==> src/bmc_cfg.svh <==
// timing, mode and size constants of the buffer memory controller
`ifndef BMC_CFG_SVH
`define BMC_CFG_SVH
`define BMC_CLK_HZ          20000000
`define BMC_REFRESH_NS      15600
`define BMC_REFRESH_CYC     ((`BMC_REFRESH_NS * (`BMC_CLK_HZ / 1000000)) / 1000)
`define BMC_SEG_MIN_SHIFT   8
`define BMC_SRAM_AW         18
`define BMC_DRAM_AW         20
`define BMC_FIFO_DEPTH      16
`define BMC_FIFO_WIDTH      31
`define BMC_PWR_BIT_A       3
`define BMC_PWR_BIT_B       4
`endif

==> src/bmc_pkg.sv <==
// types shared by the buffer memory controller files
package bmc_pkg;
  typedef enum logic [1:0] {
    BMC_REQ_HOST = 2'h0,
    BMC_REQ_DISK = 2'h1,
    BMC_REQ_MPU  = 2'h2,
    BMC_REQ_REF  = 2'h3
  } bmc_req_t;

  // gray along idle -> row -> col -> done -> idle
  typedef enum logic [2:0] {
    BMC_ST_IDLE = 3'h0,
    BMC_ST_ROW  = 3'h1,
    BMC_ST_COL  = 3'h3,
    BMC_ST_DONE = 3'h2,
    BMC_ST_SRAM = 3'h6
  } bmc_state_t;
endpackage

==> src/bmc_fifo.sv <==
// parameterised synchronous FIFO with registered read data
`timescale 1ns/1ps
module bmc_fifo #(
  parameter int WIDTH = 29,
  parameter int DEPTH = 16
) (
  // clock and reset
  input  wire logic             system_clock_in,
  input  wire logic             reset,
  // write side
  input  wire logic             inValid,
  output logic                  inReady,
  input  wire logic [WIDTH-1:0] inData,
  // read side
  output logic                  outValid,
  input  wire logic             outReady,
  output logic [WIDTH-1:0]      outData
);
  localparam int AW = $clog2(DEPTH);

  logic [WIDTH-1:0] mem [DEPTH];
  logic [AW:0]      wrPtr_q;
  logic [AW:0]      rdPtr_q;
  logic             outValid_q;
  logic [WIDTH-1:0] outData_q;
  logic             empty;
  logic             full;
  logic             pop;

  assign empty    = (wrPtr_q == rdPtr_q);
  assign full     = (wrPtr_q[AW] != rdPtr_q[AW]) &&
                    (wrPtr_q[AW-1:0] == rdPtr_q[AW-1:0]);
  assign inReady  = !full;
  // output register refills when empty or being drained
  assign pop      = !empty && (!outValid_q || outReady);
  assign outValid = outValid_q;
  assign outData  = outData_q;

  always_ff @(posedge system_clock_in) begin
    if (inValid && !full) begin
      mem[wrPtr_q[AW-1:0]] <= inData;
    end
    if (pop) begin
      outData_q <= mem[rdPtr_q[AW-1:0]];
    end
    if (reset) begin
      wrPtr_q    <= '0;
      rdPtr_q    <= '0;
      outValid_q <= 1'b0;
    end else begin
      if (inValid && !full) begin
        wrPtr_q <= wrPtr_q + 1'b1;
      end
      if (pop) begin
        rdPtr_q    <= rdPtr_q + 1'b1;
        outValid_q <= 1'b1;
      end else if (outReady) begin
        outValid_q <= 1'b0;
      end
    end
  end
endmodule

==> src/bmc_ctrl.sv <==
// buffer memory controller: arbiter, pointers and RAM cycle engine
// What this block does
// - drive sixteen buffer address outputs
// - pin one: address 16 or row strobe
// - pin two: address 17 or column strobe
// - eight-bit bidirectional data bus to RAM
// - output enable: DRAM reads, any SRAM access
// - pulse low write enable to store data
// - address and strobes synchronous to clock
// - power-down stops clock, starts no access
// - memory select low during SRAM access
// - memory select high when idle
// - both power bits set inhibit clocks
// - arbitrate host, disk, mpu, refresh requests
// - address 256 kB SRAM or 1 MB DRAM
// - segments of 256 bytes or more
// - separate host, disk and mpu pointers
// - interleaved address generation
// - one byte per three (SRAM) or four (DRAM) cycles
`timescale 1ns/1ps
`include "bmc_cfg.svh"
module bmc_ctrl
  import bmc_pkg::*;
#(
  parameter int REFRESH_CYC = `BMC_REFRESH_CYC
) (
  // clock and reset
  input  wire logic        system_clock_in,
  input  wire logic        reset,
  // configuration
  input  wire logic        dramMode,
  input  wire logic [7:0]  clockControl,
  input  wire logic [11:0] segSize,
  input  wire logic [1:0]  interleaveShift,
  // host port requests
  input  wire logic        hostReq,
  input  wire logic        hostWrite,
  input  wire logic [7:0]  hostWrData,
  input  wire logic        hostLoad,
  input  wire logic [19:0] hostLoadAddr,
  output logic             hostReady,
  // disk port requests
  input  wire logic        diskReq,
  input  wire logic        diskWrite,
  input  wire logic [7:0]  diskWrData,
  input  wire logic        diskLoad,
  input  wire logic [19:0] diskLoadAddr,
  output logic             diskReady,
  // microprocessor port requests
  input  wire logic        mpuReq,
  input  wire logic        mpuWrite,
  input  wire logic [7:0]  mpuWrData,
  input  wire logic        mpuLoad,
  input  wire logic [19:0] mpuLoadAddr,
  output logic             mpuReady,
  // read data return
  output logic             rdValid,
  output logic [1:0]       rdPort,
  output logic [7:0]       rdData,
  // buffer RAM pins
  output logic [15:0]      buffer_addr_lines,
  output logic             addr16RowStrobe,
  output logic             addr17ColStrobe,
  input  wire logic [7:0]  bufferDataIn,
  output logic [7:0]       bufferDataOut,
  output logic             bufferDataOe,
  output logic             memory_output_enable_n,
  output logic             writeEnable_n,
  output logic             buffer_chip_select_n,
  // status
  output logic             powerDown
);
  // ---------------------------------------------------------------
  // state
  // ---------------------------------------------------------------
  typedef struct packed {
    bmc_state_t  st;
    logic [19:0] hostPtr;
    logic [19:0] diskPtr;
    logic [19:0] mpuPtr;
    logic [19:0] refRow;
    logic [15:0] refCnt;
    logic        refPend;
    logic        curWrite;
    logic [1:0]  curPort;
    logic [19:0] curAddr;
    logic [7:0]  curData;
    logic [15:0] addrOut;
    logic        a16Ras;
    logic        a17Cas;
    logic        oe;
    logic        we;
    logic        cs;
    logic        drive;
    logic [7:0]  dOut;
    logic        rdValid;
    logic [7:0]  rdData;
    logic [1:0]  rdPort;
    logic [7:0]  din1;
    logic [7:0]  din2;
    logic        ret1;
    logic        ret2;
    logic [1:0]  ret1Port;
    logic [1:0]  ret2Port;
  } bmc_regs_t;

  bmc_regs_t s_q;
  bmc_regs_t s_d;

  logic             fifoInValid;
  logic             fifoInReady;
  logic [30:0]      fifoInData;
  logic             fifoOutValid;
  logic             fifoOutReady;
  logic [30:0]      fifoOutData;
  bmc_req_t         winner;
  logic             anyReq;
  logic [19:0]      winAddr;
  logic             winWrite;
  logic [7:0]       winData;

  // ---------------------------------------------------------------
  // helpers
  // ---------------------------------------------------------------
  // pointer advance: interleave stride, wrap inside segment
  function automatic logic [19:0] nextPtr(input logic [19:0] p,
                                          input logic [11:0] seg,
                                          input logic [1:0]  sh);
    logic [19:0] segBytes;
    logic [19:0] base;
    logic [19:0] off;
    segBytes = {seg, 8'h00};
    base     = (segBytes == 20'h00000) ? 20'h00000 :
               (p - (p % segBytes));
    off      = p - base + (20'h00001 << sh);
    if (segBytes != 20'h00000 && off >= segBytes) begin
      off = off - segBytes + 20'h00001;
    end
    nextPtr = base + off;
  endfunction

  // clamp address to the size the RAM type can reach
  function automatic logic [19:0] clampAddr(input logic [19:0] a,
                                            input logic        dram);
    clampAddr = dram ? a : {2'h0, a[17:0]};
  endfunction

  // ---------------------------------------------------------------
  // arbitration: refresh, disk, host, mpu in fixed priority
  // ---------------------------------------------------------------
  assign powerDown = clockControl[`BMC_PWR_BIT_A] &&
                     clockControl[`BMC_PWR_BIT_B];

  always_comb begin
    anyReq   = !powerDown && fifoInReady;
    winner   = BMC_REQ_MPU;
    winAddr  = s_q.mpuPtr;
    winWrite = mpuWrite;
    winData  = mpuWrData;
    if (dramMode && s_q.refPend) begin
      winner   = BMC_REQ_REF;
      winAddr  = s_q.refRow;
      winWrite = 1'b0;
      winData  = 8'h00;
    end else if (diskReq) begin
      winner   = BMC_REQ_DISK;
      winAddr  = s_q.diskPtr;
      winWrite = diskWrite;
      winData  = diskWrData;
    end else if (hostReq) begin
      winner   = BMC_REQ_HOST;
      winAddr  = s_q.hostPtr;
      winWrite = hostWrite;
      winData  = hostWrData;
    end else if (!mpuReq) begin
      anyReq = 1'b0;
    end
  end

  assign fifoInValid = anyReq;
  assign fifoInData  = {winner, winWrite, winData,
                        clampAddr(winAddr, dramMode)};
  assign hostReady   = anyReq && winner == BMC_REQ_HOST;
  assign diskReady   = anyReq && winner == BMC_REQ_DISK;
  assign mpuReady    = anyReq && winner == BMC_REQ_MPU;

  bmc_fifo #(
    .WIDTH (`BMC_FIFO_WIDTH),
    .DEPTH (`BMC_FIFO_DEPTH)
  ) u_fifo (
    .system_clock_in   (system_clock_in),
    .reset    (reset),
    .inValid  (fifoInValid),
    .inReady  (fifoInReady),
    .inData   (fifoInData),
    .outValid (fifoOutValid),
    .outReady (fifoOutReady),
    .outData  (fifoOutData)
  );

  // engine takes a queued access only while idle and powered
  assign fifoOutReady = (s_q.st == BMC_ST_IDLE) && !powerDown;

  // ---------------------------------------------------------------
  // next state
  // ---------------------------------------------------------------
  always_comb begin
    s_d         = s_q;
    s_d.rdValid = 1'b0;
    s_d.din1    = bufferDataIn;
    s_d.din2    = s_q.din1;

    // read tag trails the bus by the depth of the input flops
    s_d.ret1     = 1'b0;
    s_d.ret2     = s_q.ret1;
    s_d.ret2Port = s_q.ret1Port;
    if (s_q.ret2) begin
      s_d.rdValid = 1'b1;
      s_d.rdPort  = s_q.ret2Port;
      s_d.rdData  = s_q.din2;
    end

    // refresh timer; pending flag set wins over its own clear
    if (s_q.refCnt >= 16'(REFRESH_CYC - 1)) begin
      s_d.refCnt  = 16'h0000;
      s_d.refPend = 1'b1;
    end else begin
      s_d.refCnt = s_q.refCnt + 16'h0001;
    end

    // pointers advance or reload per port
    if (hostLoad) begin
      s_d.hostPtr = hostLoadAddr;
    end else if (hostReady) begin
      s_d.hostPtr = nextPtr(s_q.hostPtr, segSize, interleaveShift);
    end
    if (diskLoad) begin
      s_d.diskPtr = diskLoadAddr;
    end else if (diskReady) begin
      s_d.diskPtr = nextPtr(s_q.diskPtr, segSize, interleaveShift);
    end
    if (mpuLoad) begin
      s_d.mpuPtr = mpuLoadAddr;
    end else if (mpuReady) begin
      s_d.mpuPtr = nextPtr(s_q.mpuPtr, segSize, interleaveShift);
    end
    if (anyReq && winner == BMC_REQ_REF) begin
      s_d.refRow = s_q.refRow + 20'h00400;
      if (s_d.refCnt != 16'h0000) begin
        s_d.refPend = 1'b0;
      end
    end

    unique case (s_q.st)
      BMC_ST_IDLE: begin
        s_d.oe    = 1'b0;
        s_d.we    = 1'b0;
        s_d.cs    = 1'b0;
        s_d.drive = 1'b0;
        s_d.a16Ras = dramMode ? 1'b1 : 1'b0;
        s_d.a17Cas = dramMode ? 1'b1 : 1'b0;
        if (fifoOutValid && fifoOutReady) begin
          s_d.curPort  = fifoOutData[30:29];
          s_d.curWrite = fifoOutData[28];
          s_d.curData  = fifoOutData[27:20];
          s_d.curAddr  = fifoOutData[19:0];
          s_d.dOut     = fifoOutData[27:20];
          if (dramMode) begin
            // row half first, strobes still high
            s_d.addrOut = {6'h00, fifoOutData[19:10]};
            s_d.st      = BMC_ST_ROW;
          end else begin
            s_d.addrOut = fifoOutData[15:0];
            s_d.a16Ras  = fifoOutData[16];
            s_d.a17Cas  = fifoOutData[17];
            s_d.cs      = 1'b1;
            s_d.oe      = 1'b1;
            s_d.we      = fifoOutData[28];
            s_d.drive   = fifoOutData[28];
            s_d.st      = BMC_ST_SRAM;
          end
        end
      end
      BMC_ST_SRAM: begin
        s_d.we = 1'b0;
        s_d.st = BMC_ST_DONE;
      end
      BMC_ST_ROW: begin
        s_d.a16Ras = 1'b0;
        s_d.st     = BMC_ST_COL;
      end
      BMC_ST_COL: begin
        s_d.addrOut = {6'h00, s_q.curAddr[9:0]};
        s_d.a17Cas  = (s_q.curPort == BMC_REQ_REF);
        s_d.oe      = !s_q.curWrite && s_q.curPort != BMC_REQ_REF;
        s_d.we      = s_q.curWrite;
        s_d.drive   = s_q.curWrite;
        s_d.st      = BMC_ST_DONE;
      end
      BMC_ST_DONE: begin
        if (!s_q.curWrite && s_q.curPort != BMC_REQ_REF) begin
          // bus sampled at this edge, strobes still active
          s_d.ret1     = 1'b1;
          s_d.ret1Port = s_q.curPort;
        end
        s_d.we     = 1'b0;
        s_d.oe     = 1'b0;
        s_d.cs     = 1'b0;
        s_d.drive  = 1'b0;
        s_d.a16Ras = dramMode;
        s_d.a17Cas = dramMode;
        s_d.st     = BMC_ST_IDLE;
      end
      default: begin
        s_d.st = BMC_ST_IDLE;
      end
    endcase
  end

  // ---------------------------------------------------------------
  // registers; power-down freezes all state once the engine is idle and no read tag is in flight
  // ---------------------------------------------------------------
  always_ff @(posedge system_clock_in) begin
    if (reset) begin
      s_q        <= '0;
      s_q.st     <= BMC_ST_IDLE;
      s_q.a16Ras <= 1'b1;
      s_q.a17Cas <= 1'b1;
    end else if (!powerDown || s_q.st != BMC_ST_IDLE ||
                 s_q.ret1 || s_q.ret2) begin
      s_q <= s_d;
    end
  end

  // ---------------------------------------------------------------
  // pins
  // ---------------------------------------------------------------
  assign buffer_addr_lines      = s_q.addrOut;
  assign addr16RowStrobe        = s_q.a16Ras;
  assign addr17ColStrobe        = s_q.a17Cas;
  assign bufferDataOut          = s_q.dOut;
  assign bufferDataOe           = s_q.drive;
  assign memory_output_enable_n = !s_q.oe;
  assign writeEnable_n          = !s_q.we;
  assign buffer_chip_select_n   = !s_q.cs;
  assign rdValid                = s_q.rdValid;
  assign rdPort                 = s_q.rdPort;
  assign rdData                 = s_q.rdData;
endmodule

==> config.mk <==
export PLATFORM = sky130hd
export DESIGN_NAME = bmc_ctrl
export DESIGN_NICKNAME = d
export VERILOG_FILES = /design/src/bmc_pkg.sv /design/src/bmc_fifo.sv /design/src/bmc_ctrl.sv
export VERILOG_INCLUDE_DIRS = /design/src
export SDC_FILE = /design/constraint.sdc
export NUM_CORES = 2
export LEC_CHECK = 0
export ABC_AREA = 1
export BUFFER_PORTS_ARGS = -buffer_cell sky130_fd_sc_hd__buf_2
export CORE_UTILIZATION = 45
export DETAILED_ROUTE_END_ITERATION = 10
export SLEW_MARGIN = 20
export SYNTH_ARGS = -nofsm -noshare
export SYNTH_HDL_FRONTEND = slang
export SYNTH_HIERARCHICAL = 1
export SYNTH_SLANG_ARGS = --single-unit
==> constraint.sdc <==
create_clock -name system_clock_in -period 60.1 [get_ports system_clock_in]
set_input_delay 6.01 -clock system_clock_in [delete_from_list [all_inputs] [get_ports system_clock_in]]
set_output_delay 6.01 -clock system_clock_in [all_outputs]
set_load 0.005 [all_outputs]
==> results by group <==
STA
  • Fin crit period: 34.56 ns
  • Endpoints failing setup: 0
  • Final hold violation count: 0
  • Setup_tns: 0 ns
  • Tcrit/Tclk final: 0.575
  • Slew Viols, Final: 0
  • Rel. slew slack: 0.256
  • RSZ-0062 raised after global routing: no
  • Clock Skew: 0.0446 ns
  • Peak Freq: 28.9 MHz
  • Slew @ Worst Pin: 1.11 ns

CTS
  • Post-CTS resize count: 0
  • Worst skew pair latency: 0.67 ns
  • TritonCTS Buffers: 78
  • Postcts setup bufs: 0
  • Hold_buf cts: 0
  • Max H-tree Level: 3
  • Root Driver: clkbuf_16
  • CTS tree: built
  • Sink Count: 704
  • Worst-path clk slew: 0.06 ns
  • Clock Path Buffers: 3

Yosys
  • Synth warn: 6
  • Post-synthesis simple-gate area fraction: 0.195
  • Main combinational cell family by area after synthesis: simple AND/OR/NAND/NOR gates
  • Post-Syn Area: 51200 um^2
  • Syn Inst Count: 6305
  • Compound-Gate Fraction of Synth Area: 0.161
  • Share of the synthesized area in the top cell type: 0.309
  • Net Count, Synth: 7008
  • Largest area contributor in the netlist: edfxtp_1
  • Most frequent cell after synthesis: nand2_1
  • Multiplexer share of the synthesized area: 0
  • Post-Synth Adder-Cell Area: 0.144
  • Post-synth cell types: 61
  • Ys async rst share: 0
  • FF+latch count, synth: 704
  • Average size of a mapped cell: 8.11 um^2
  • Ys flop type: edfxtp_1
  • Xor/xnor share of the synthesized area: 0.0486
  • Commonest cells in the netlist: nand2_1, nor2_1, inv_1
  • Seq/Total Area, Yosys: 0.379
  • Area contributors post-synth: edfxtp_1, ha_1, nand2_1
  • Post-synth EDFFs: 527

Global routing
  • Initial antenna violation count: 5
  • Vias in the first global route: 40000
  • First-pass GRT wire length: 229000 um
  • Pin count of the biggest net entering global routing: 89
  • Global Route Usage Sum: 0.255
  • GR Overflow Total: 0

Critical path
  • Critical Path Most Common Cell: nand2_1
  • Worst reg-to-reg path cell count: 179
  • R2r setup slk: 31.42 ns
  • Startpoint Class: input pin
  • Reg-to-reg endpoint: s_q[148]$_SDFFE_PP0P_
  • Worst path max stage delay: 0.75 ns
  • CP arrival: 35.06 ns
  • Slowest-stage cell, CP: a2111oi_0
  • Worst Path Max Fanout: 31
  • Crit Path Category: in2reg
  • FF-to-FF Start: s_q[150]$_SDFFE_PP0P_
  • Req. time, crit path: 60.60 ns
  • Capture point of the worst path: s_q[148]$_SDFFE_PP0P_
  • Worst Setup SP: segSize[4]
  • Worst setup EP type: flop

Floorplan
  • Row count: 123
  • I/O pins: 171
  • Die Wd: 339 um
  • Total die area: 115000 um^2
  • Die Y: 339 um
  • Core ar.: 113000 um^2
  • Starting density of the core: 0.454

Drt
  • Met1 wire length: 67100 um
  • Metal2 WL: 68300 um
  • Initial DRC Count: 3055
  • Final ANT Viol Nets: 0
  • Drt pass-1 iters: 6
  • Top routing layer in use: met5
  • DR vias: 43000
  • Final WL: 148000 um
  • Drt drc: 0
  • Via-per-instance ratio: 5.43
  • Met3 routed WL: 8350 um
  • WL/cell: 18.7 um

Run
  • Total of max-cap violations: 0

Placement
  • Port Buffers: 164
  • Hpwl dp: 103000 um
  • Global placer's final weighted congestion: 0.919

Cells and area
  • Fin nets: 7061
  • Share of cells above drive strength 1: 0.0850
  • Area delta synth->final: 8.98%
  • FILL cells: 11000

Outcome
  • Run status: finished clean

Min path
  • Hold WC Path Type: reg2reg
[state kept, by name, indices dropped and copies added (netlist names), 5 cells and up]
register / count
rdData: 8
u_fifo/rdPtr_q: 5
u_fifo/outData: 31
s_q: 117
u_fifo/mem: 496
u_fifo/wrPtr_q: 5
s_d: 11
bufferDataOut: 8
buffer_addr_lines: 16
[critical path, delay by kind of cell]
kind | cells | cell delay, ns
AND/OR/NAND/NOR | 89 | 9.86
XOR/XNOR | 2 | 0.38
adder cells (fa/ha/maj) | 17 | 5.32
AO/OA/AOI/OAI | 49 | 10.20
buffers and inverters | 27 | 3.19
[routing by layer]
| metal | track usage | vias to the layer above |
|---|---|---|
| met2 | 0.426 | 1139 |
| met1 | 0.345 | 20000 |
| met5 | 0 | - |
| li1 | - | 21600 |
| met4 | 0.0845 | 4 |
| met3 | 0.0241 | 210 |
[cells in the final DEF, fill, tap and decap left out, types with 10 or more instances in the layout]
| cell | instances |
|---|---|
| xnor2_1 | 103 |
| inv_1 | 604 |
| or2_2 | 32 |
| nor4_1 | 15 |
| nand2_1 | 1120 |
| clkinv_1 | 20 |
| nor2_1 | 736 |
| fa_1 | 21 |
| o21ai_0 | 555 |
| nand2_2 | 18 |
| o31ai_1 | 21 |
| edfxtp_1 | 527 |
| nand4_1 | 27 |
| nor3_1 | 66 |
| o21ai_2 | 27 |
| ha_1 | 556 |
| clkbuf_1 | 18 |
| o22ai_1 | 63 |
| a21oi_1 | 425 |
| o221ai_1 | 21 |
| nand3_2 | 27 |
| o21ai_1 | 124 |
| a31oi_1 | 22 |
| nor2_2 | 10 |
| dfxtp_1 | 174 |
| o21bai_1 | 33 |
| clkinv_2 | 11 |
| buf_4 | 82 |
| clkbuf_16 | 79 |
| nand3_1 | 257 |
| o311ai_0 | 12 |
| a21o_1 | 22 |
| inv_2 | 20 |
| buf_2 | 163 |
| xor2_1 | 181 |
| nor2_4 | 17 |
| o211ai_1 | 77 |
[final cells by class]
type / count / area [um^2] / area share
multi-input combinational: 4696 / 28200 / 0.506
clock inverter: 44 / 382 / 0.00684
sequential: 704 / 19400 / 0.348
antenna: 1 / 2.50 / 0.0000449
timing repair buffer: 245 / 1430 / 0.0257
inverter: 633 / 2380 / 0.0427
tap: 1500 / 1880 / 0.0337
clock buffer: 99 / 2070 / 0.0372
[cells by family (layout without fill, tap and decap cells)]
kind of cell | Yosys count | after routing
AO/OA/AOI/OAI | 1462 | 1462
XOR/XNOR | 284 | 284
adder cells (fa/ha/maj) | 577 | 577
buffers and inverters | 905 | 1021
flip-flops | 704 | 704
other | 0 | 1
AND/OR/NAND/NOR | 2373 | 2373
[worst min path at each step]
stage | startpoint | end | slack (ns) | cells past startpoint
final | s_d[4]$_SDFFE_PP0P_ | s_q[4]$_SDFFE_PP0P_ | 0.43 | 2
after global routing | s_d[4]$_SDFFE_PP0P_ | s_q[4]$_SDFFE_PP0P_ | 0.46 | 2
after CTS | s_d[4]$_SDFFE_PP0P_ | s_q[4]$_SDFFE_PP0P_ | 0.43 | 2
after detailed placement | s_d[4]$_SDFFE_PP0P_ | s_q[4]$_SDFFE_PP0P_ | 0.43 | 2
after global placement | s_d[4]$_SDFFE_PP0P_ | s_q[4]$_SDFFE_PP0P_ | 0.42 | 2
after floorplan | s_d[4]$_SDFFE_PP0P_ | s_q[4]$_SDFFE_PP0P_ | 0.40 | 2
[stage by stage]
stage | utilization | worst slack, ns | std cells | instance area (um^2) | hold slack [ns]
floorplan | - | 30.06 | 6305 | 51200 | 0.403
global placement | 0.473 | 25.29 | 7778 | 53300 | 0.421
detailed placement | 0.473 | 24.94 | 7778 | 53300 | 0.428
CTS | 0.495 | 25.54 | 7921 | 55700 | 0.431
global route | 0.495 | 22.21 | 7921 | 55800 | 0.456
finish | 0.495 | 25.54 | 7922 | 55800 | 0.432
Power is left out: the tool's default activity adds up to more than one toggle a clock period on the data nets, which glitch-free logic cannot reach.
